==> src/verilog/status_summary_regs.svh <==
`ifndef STATUS_SUMMARY_REGS_SVH
`define STATUS_SUMMARY_REGS_SVH

// ----------------------------------------
// register offsets (byte addresses)
// ----------------------------------------
`define HOST_STATUS_OFS   8'h28
`define IRQ_MASK_OFS      8'h38

// ----------------------------------------
// flag, summary and encoded-field bit positions
// ----------------------------------------
`define BIT_TX_DONE       0
`define BIT_TX_STOPPED    1
`define BIT_TX_BUF_UNAV   2
`define BIT_TX_JABBER     3
`define BIT_TX_UNDERFLOW  5
`define BIT_RX_DONE       6
`define BIT_RX_BUF_UNAV   7
`define BIT_RX_STOPPED    8
`define BIT_RX_WATCHDOG   9
`define BIT_EARLY_TX      10
`define BIT_TIMER_EXP     11
`define BIT_FATAL_BUS     13
`define BIT_ABNORMAL_SUM  15
`define BIT_NORMAL_SUM    16
`define RX_STATE_LSB      17
`define TX_STATE_LSB      20
`define FAULT_CAUSE_LSB   23

// ----------------------------------------
// flag groups and reset values
// ----------------------------------------
`define NORMAL_SET        32'h0000_0045
`define ABNORMAL_SET      32'h0000_2faa
`define FLAG_SET          32'h0000_2fef
`define HOST_STATUS_RST   32'h0000_0000
`define IRQ_MASK_RST      32'h0000_0000

`endif

==> src/verilog/status_summary_pkg.sv <==
`default_nettype none

package status_summary_pkg;

  // ----------------------------------------
  // event pulses from the dma processes
  // ----------------------------------------
  typedef struct packed {
    logic tx_done;
    logic tx_stopped;
    logic tx_buf_unavail;
    logic tx_jabber;
    logic tx_underflow;
    logic rx_done;
    logic rx_buf_unavail;
    logic rx_stopped;
    logic rx_watchdog;
    logic early_tx;
    logic timer_expired;
  } proc_events_t;

  // ----------------------------------------
  // read-only encoded status fields
  // ----------------------------------------
  typedef struct packed {
    logic [2:0] bus_fault_cause;
    logic [2:0] tx_process_state;
    logic [2:0] rx_process_state;
  } proc_view_t;

endpackage

`default_nettype wire

==> src/verilog/status_interrupt_summary.sv <==
// The implementer's own choices: the Wishbone interface to the registers and the address map.

`include "status_summary_regs.svh"

`default_nettype none

module status_interrupt_summary
  import status_summary_pkg::*;
(
  input  wire logic         clk_i,
  input  wire logic         rst_i,
  input  wire logic         wb_cyc_i,
  input  wire logic         wb_stb_i,
  input  wire logic         wb_we_i,
  input  wire logic [7:0]   wb_adr_i,
  input  wire logic [3:0]   wb_sel_i,
  input  wire logic [31:0]  wb_dat_i,
  output logic      [31:0]  wb_dat_o,
  output logic              wb_ack_o,
  input  wire proc_events_t events_i,
  input  wire logic         sys_error_i,
  input  wire logic [2:0]   fault_cause_i,
  input  wire logic [2:0]   tx_state_i,
  input  wire logic [2:0]   rx_state_i,
  output logic              irq_o,
  output logic              bus_halt_o
);

  // ----------------------------------------
  // helpers
  // ----------------------------------------
  function automatic logic [31:0] lane_mask(input logic [3:0] sel);
    lane_mask = {{8{sel[3]}}, {8{sel[2]}}, {8{sel[1]}}, {8{sel[0]}}};
  endfunction

  function automatic logic [31:0] event_vec(input proc_events_t e,
                                            input logic         fault);
    logic [31:0] v;
    v                    = 32'h0000_0000;
    v[`BIT_TX_DONE]      = e.tx_done;
    v[`BIT_TX_STOPPED]   = e.tx_stopped;
    v[`BIT_TX_BUF_UNAV]  = e.tx_buf_unavail;
    v[`BIT_TX_JABBER]    = e.tx_jabber;
    v[`BIT_TX_UNDERFLOW] = e.tx_underflow;
    v[`BIT_RX_DONE]      = e.rx_done;
    v[`BIT_RX_BUF_UNAV]  = e.rx_buf_unavail;
    v[`BIT_RX_STOPPED]   = e.rx_stopped;
    v[`BIT_RX_WATCHDOG]  = e.rx_watchdog;
    v[`BIT_EARLY_TX]     = e.early_tx;
    v[`BIT_TIMER_EXP]    = e.timer_expired;
    v[`BIT_FATAL_BUS]    = fault;
    event_vec            = v;
  endfunction

  // ----------------------------------------
  // state
  // ----------------------------------------
  logic [31:0] flags_r;
  logic [31:0] flags_nxt;
  logic [31:0] mask_r;
  logic [31:0] mask_nxt;
  proc_view_t  view_r;
  proc_view_t  view_nxt;
  logic        normal_sum_r;
  logic        normal_sum_nxt;
  logic        abnormal_sum_r;
  logic        abnormal_sum_nxt;
  logic        irq_r;
  logic        irq_nxt;
  logic        halt_r;
  logic        halt_nxt;
  logic        ack_r;
  logic        ack_nxt;
  logic [31:0] rdata_r;
  logic [31:0] rdata_nxt;

  logic        bus_req;
  logic        hit_status;
  logic        hit_mask;
  logic [31:0] wr_lanes;
  logic [31:0] set_v;
  logic [31:0] clr_v;
  logic [31:0] open_flags;

  // ----------------------------------------
  // bus decode
  // ----------------------------------------
  // one request per ack: the cycle that shows ack is never taken again
  assign bus_req    = wb_cyc_i & wb_stb_i & ~ack_r;
  assign hit_status = (wb_adr_i[7:2] == 6'(`HOST_STATUS_OFS >> 2));
  assign hit_mask   = (wb_adr_i[7:2] == 6'(`IRQ_MASK_OFS >> 2));
  assign wr_lanes   = lane_mask(wb_sel_i);

  always_comb begin
    ack_nxt = bus_req;
  end

  // ----------------------------------------
  // mask register
  // ----------------------------------------
  always_comb begin
    mask_nxt = mask_r;
    if (bus_req && wb_we_i && hit_mask) begin
      // only flag positions carry a mask bit
      mask_nxt = ((mask_r & ~wr_lanes) | (wb_dat_i & wr_lanes))
                 & `FLAG_SET;
    end
  end

  // ----------------------------------------
  // status flags
  // ----------------------------------------
  always_comb begin
    set_v = event_vec(events_i, sys_error_i);
    clr_v = 32'h0000_0000;
    if (bus_req && wb_we_i && hit_status) begin
      clr_v = wb_dat_i & wr_lanes;
    end
    if (events_i.tx_done) begin
      clr_v[`BIT_EARLY_TX] = 1'b1;
    end
    // set wins over any clear landing in the same cycle
    flags_nxt = ((flags_r & ~clr_v) | set_v) & `FLAG_SET;
  end

  // ----------------------------------------
  // summaries and interrupt request
  // ----------------------------------------
  always_comb begin
    // summary tracks the flags it will sit beside, so reads stay coherent
    open_flags       = flags_nxt & mask_nxt;
    normal_sum_nxt   = |(open_flags & `NORMAL_SET);
    abnormal_sum_nxt = |(open_flags & `ABNORMAL_SET);
    irq_nxt          = normal_sum_nxt | abnormal_sum_nxt;
  end

  // ----------------------------------------
  // encoded fields and bus halt
  // ----------------------------------------
  always_comb begin
    view_nxt                  = view_r;
    view_nxt.tx_process_state = tx_state_i;
    view_nxt.rx_process_state = rx_state_i;
    if (sys_error_i) begin
      view_nxt.bus_fault_cause = fault_cause_i;
    end
    // halt holds until device reset; clearing the flag does not resume
    halt_nxt = halt_r | sys_error_i;
  end

  // ----------------------------------------
  // read data
  // ----------------------------------------
  always_comb begin
    rdata_nxt = rdata_r;
    if (bus_req) begin
      rdata_nxt = 32'h0000_0000;
      if (!wb_we_i && hit_status) begin
        // encoded fields only appear here, never in the summaries
        rdata_nxt                          = flags_r;
        rdata_nxt[`BIT_ABNORMAL_SUM]       = abnormal_sum_r;
        rdata_nxt[`BIT_NORMAL_SUM]         = normal_sum_r;
        rdata_nxt[`RX_STATE_LSB +: 3]      = view_r.rx_process_state;
        rdata_nxt[`TX_STATE_LSB +: 3]      = view_r.tx_process_state;
        rdata_nxt[`FAULT_CAUSE_LSB +: 3]   = view_r.bus_fault_cause;
      end else if (!wb_we_i && hit_mask) begin
        rdata_nxt = mask_r;
      end
    end
  end

  // ----------------------------------------
  // bus registers
  // ----------------------------------------
  always_ff @(posedge clk_i) begin
    if (rst_i) begin
      ack_r   <= 1'b0;
      rdata_r <= 32'h0000_0000;
    end else begin
      ack_r   <= ack_nxt;
      rdata_r <= rdata_nxt;
    end
  end

  // ----------------------------------------
  // mask registers
  // ----------------------------------------
  // reset closes every mask, so nothing interrupts before software opts in
  always_ff @(posedge clk_i) begin
    if (rst_i) begin
      mask_r <= `IRQ_MASK_RST;
    end else begin
      mask_r <= mask_nxt;
    end
  end

  // ----------------------------------------
  // flag registers
  // ----------------------------------------
  always_ff @(posedge clk_i) begin
    if (rst_i) begin
      flags_r <= `HOST_STATUS_RST;
    end else begin
      flags_r <= flags_nxt;
    end
  end

  // ----------------------------------------
  // summary and interrupt registers
  // ----------------------------------------
  always_ff @(posedge clk_i) begin
    if (rst_i) begin
      normal_sum_r   <= 1'b0;
      abnormal_sum_r <= 1'b0;
      irq_r          <= 1'b0;
    end else begin
      normal_sum_r   <= normal_sum_nxt;
      abnormal_sum_r <= abnormal_sum_nxt;
      irq_r          <= irq_nxt;
    end
  end

  // ----------------------------------------
  // field and halt registers
  // ----------------------------------------
  // halt clears only here: a stuck bus must not be retried by software
  always_ff @(posedge clk_i) begin
    if (rst_i) begin
      view_r <= '0;
      halt_r <= 1'b0;
    end else begin
      view_r <= view_nxt;
      halt_r <= halt_nxt;
    end
  end

  assign wb_ack_o   = ack_r;
  assign wb_dat_o   = rdata_r;
  assign irq_o      = irq_r;
  assign bus_halt_o = halt_r;

endmodule

`default_nettype wire

==> config.mk <==
export PLATFORM = sky130hd
export DESIGN_NAME = status_interrupt_summary
export DESIGN_NICKNAME = d
export VERILOG_FILES = /design/src/verilog/status_summary_pkg.sv /design/src/verilog/status_interrupt_summary.sv
export VERILOG_INCLUDE_DIRS = /design/src /design/src/verilog
export SDC_FILE = /design/constraint.sdc
export NUM_CORES = 1
export LEC_CHECK = 0
export BUFFER_PORTS_ARGS = -buffer_cell sky130_fd_sc_hd__buf_2
export CELL_PAD_IN_SITES_DETAIL_PLACEMENT = 2
export CELL_PAD_IN_SITES_GLOBAL_PLACEMENT = 2
export CORE_UTILIZATION = 26
export CTS_CLUSTER_SIZE = 8
export DETAILED_ROUTE_END_ITERATION = 16
export PLACE_DENSITY = 0.81
export SYNTH_ARGS = -nofsm -noshare
export SYNTH_HDL_FRONTEND = slang
export SYNTH_SLANG_ARGS = --single-unit
==> constraint.sdc <==
create_clock -name clk_i -period 3.45 [get_ports clk_i]
set_input_delay 1.035 -clock clk_i [delete_from_list [all_inputs] [get_ports clk_i]]
set_output_delay 1.035 -clock clk_i [all_outputs]
set_load 0.02 [all_outputs]
==> flow_summary.json <==
{
  "viasPerCell": 4.92,
  "gp_congestion": 0.748,
  "syn-cell-area_mm2": 0.00241,
  "firstDrtPassIters": 7,
  "syn_inst": 267,
  "worst_setup_path_end_kind": "flop",
  "cp.arrival_ns": 3.21,
  "ios": 105,
  "intPower_mw": 1.33,
  "p_sw_share_pct": 23.4,
  "synth_cell_types": 29,
  "io_buffers": 71,
  "final_util_pct": 35.3,
  "dp_cells": 437,
  "crit_slowest_cell": "or4_2",
  "cts_sinks": 61,
  "cts_root_buffer": "clkbuf_8",
  "seq_power_share_pct": 42.7,
  "finalInstanceArea_mm2": 0.00313,
  "fp.dieH_um": 98.3,
  "initial_core_util_pct": 27.2,
  "yosysWarnings": 0,
  "layout_commonest_cell": "buf_2",
  "grt_pass1_vias": 2430,
  "grt_antenna_before_repair": 0,
  "critPathMaxFanout": 10,
  "min_period_ns": 3.01,
  "finalSetupViolations": 0,
  "cts_hold_buf": 0,
  "synth_area_leaders": "dfxtp_1 (51%), nor2_1 (6.4%), mux2i_1 (6.2%), a221oi_1 (4.4%), nor3_1 (3.9%)",
  "dieArea_mm2": 0.00965,
  "clk_path_buf_depth": 2,
  "finalHoldViolations": 0,
  "comb_power_share_pct": 8.4,
  "skew_ns": 0.0100,
  "ys_seq_area_share_pct": 50.7,
  "cts_resized": 0,
  "clkPwrFrac_pct": 48.9,
  "rsz0062_at_grt": "false",
  "grt_first_pass_wirelength_um": 12300,
  "outcome": "finished clean",
  "worst-path-buf-inv": 1,
  "clk_pin_slew_ns": 0.07,
  "drive_gt1_share_pct": 31.6,
  "coreArea_mm2": 0.00885,
  "clock.fmax_mhz": 333,
  "avgSynthCellArea_um2": 9.02,
  "crit_chain": "buf_2, or4b_4, or4_2, nor3_1, o32ai_1, nor3_2, a31oi_1",
  "p_sw_uw": 406,
  "drtIter0Drc": 43,
  "place_area_mm2": 0.00287,
  "peakVddDrop_v": 0.000153,
  "hp-class": "flop to flop",
  "critPathRequiredTime_ns": 3.65,
  "final_antenna_net_count": 0,
  "num_vias": 2231,
  "cts_setup_buffers": 0,
  "wl_met3_um": 328,
  "rows": 34,
  "leakage_nw": 1.37,
  "met2_length_um": 3850,
  "power_density_mw_per_mm2": 557,
  "grt_use_total_pct": 16.6,
  "place_ws_ns": 0.0734,
  "synth_area_leader_cell": "dfxtp_1",
  "antenna-diode-count": 0,
  "die_w_um": 98.3,
  "clock_latency_ns": 0.35,
  "setup_tns_ns": 0,
  "top_layer": "met4",
  "syn2layout_area_growth_pct": 29.8,
  "final_cells": 453,
  "nets": 410,
  "finalMaxSlewViolations": 0,
  "fin_ws_ns": 0.444,
  "grt_max_degree": 35,
  "yosysTopAreaCellShare_pct": 50.7,
  "cts_tree": "built",
  "power.total_mw": 1.74,
  "place_hpwl_um": 5430,
  "ys_ff_latch": 61,
  "route.detailed.drc": 0,
  "wl_met1_um": 3340,
  "worst_slew_pin_slew_ns": 0.647,
  "grt-ovfl-total": 0,
  "avgRoutedWirePerCell_um": 16.8,
  "critPathKind": "primary input to flop",
  "startpoint_type": "primary input",
  "wl_um": 7610,
  "relSlewSlack_pct": 56.8,
  "critical-path-max-stage-delay_ns": 0.63,
  "cp_top_family": "simple AND/OR/NAND/NOR gates",
  "cts_buffers": 9,
  "drv_cap": 0,
  "hold_slack_ns": 0.448,
  "htreeDepth": 3,
  "final_cell_mix": "buf_2 (71), dfxtp_1 (61), nor2_1 (40), nand2_1 (19), nor3_1 (18)",
  "finalCritPeriodShare_pct": 87.1
}
-- power by group through the flow --
stage	clock network (mW)	registers, mW	logic, mW
global placement	0	0.757	0.142
floorplan	0	0.768	0.0791
detailed placement	0	0.759	0.148
finish	0.851	0.742	0.147
global route	0.905	0.746	0.161
CTS	0.868	0.743	0.150
-- cells by family (layout without fill, tap and decap cells) --
logic type	count (synthesis)	count (layout)	share of synthesized area, %
buffers and inverters	32	102	7.01
and+or+nand+nor	117	117	24.4
other	1	9	0.156
AOI/OAI and AO/OA	41	41	11.5
DFF	61	61	50.7
muxes	15	15	6.23
-- state kept, by name (all words and copies together), names as in the netlist --
register        flops
abnormal_sum_r      1
bus_halt_o          1
flags_r            12
irq_o               1
mask_r             12
normal_sum_r        1
view_r              9
wb_ack_o            1
wb_dat_o           23
-- final cells by class --
class / count / area (um^2)
well taps: 108 / 135
clock buffers: 9 / 124
clock inverters: 7 / 138
repair buffers: 82 / 438
multi-input cells: 182 / 1060
flip-flops and latches: 61 / 1220
inverters: 4 / 15.0
fillers: 1016 / 5720
-- worst reg2reg max path, stage by stage (launching register included) --
cell      delay, ns
dfxtp_1        0.33
nand3b_1       0.38
buf_4          0.29
nor4_4         0.25
buf_4          0.23
mux2i_1        0.22
nor2_1         0.07
a222oi_1       0.48
a31oi_1        0.13
-- final timing paths --
check,from,slack (ns),depth (start not counted),end
worst max-delay path,wb_adr_i[7],0.44,7,irq_o
worst min-delay path,wb_dat_o[21],0.45,2,wb_dat_o[21]
worst max register to register,wb_ack_o,0.92,8,irq_o
worst min register to register,wb_dat_o[21],0.45,2,wb_dat_o[21]
-- metal layers --
metal	vias to the layer above	track usage (%)
met5	-	0
met4	0	5.86
met3	10	4.51
met2	59	28.8
met1	1097	19.7
li1	1065	-
-- synth_stat cells (all sizes together) --
| cell type | count |
|---|---|
| conb | 1 |
| a311oi | 1 |
| or4 | 6 |
| inv | 4 |
| a21oi | 16 |
| a21o | 2 |
| o32ai | 1 |
| nand3b | 2 |
| mux2i | 15 |
| a222oi | 1 |
| nor2 | 41 |
| nand3 | 14 |
| dfxtp | 61 |
| nor2b | 8 |
| o22ai | 7 |
| nor3 | 20 |
| nand2b | 4 |
| nor4 | 2 |
| buf | 13 |
| a221oi | 12 |
| a31oi | 1 |
| nand2 | 19 |
| clkbuf | 15 |
| or4b | 1 |
(Power assumes the default switching activity.)
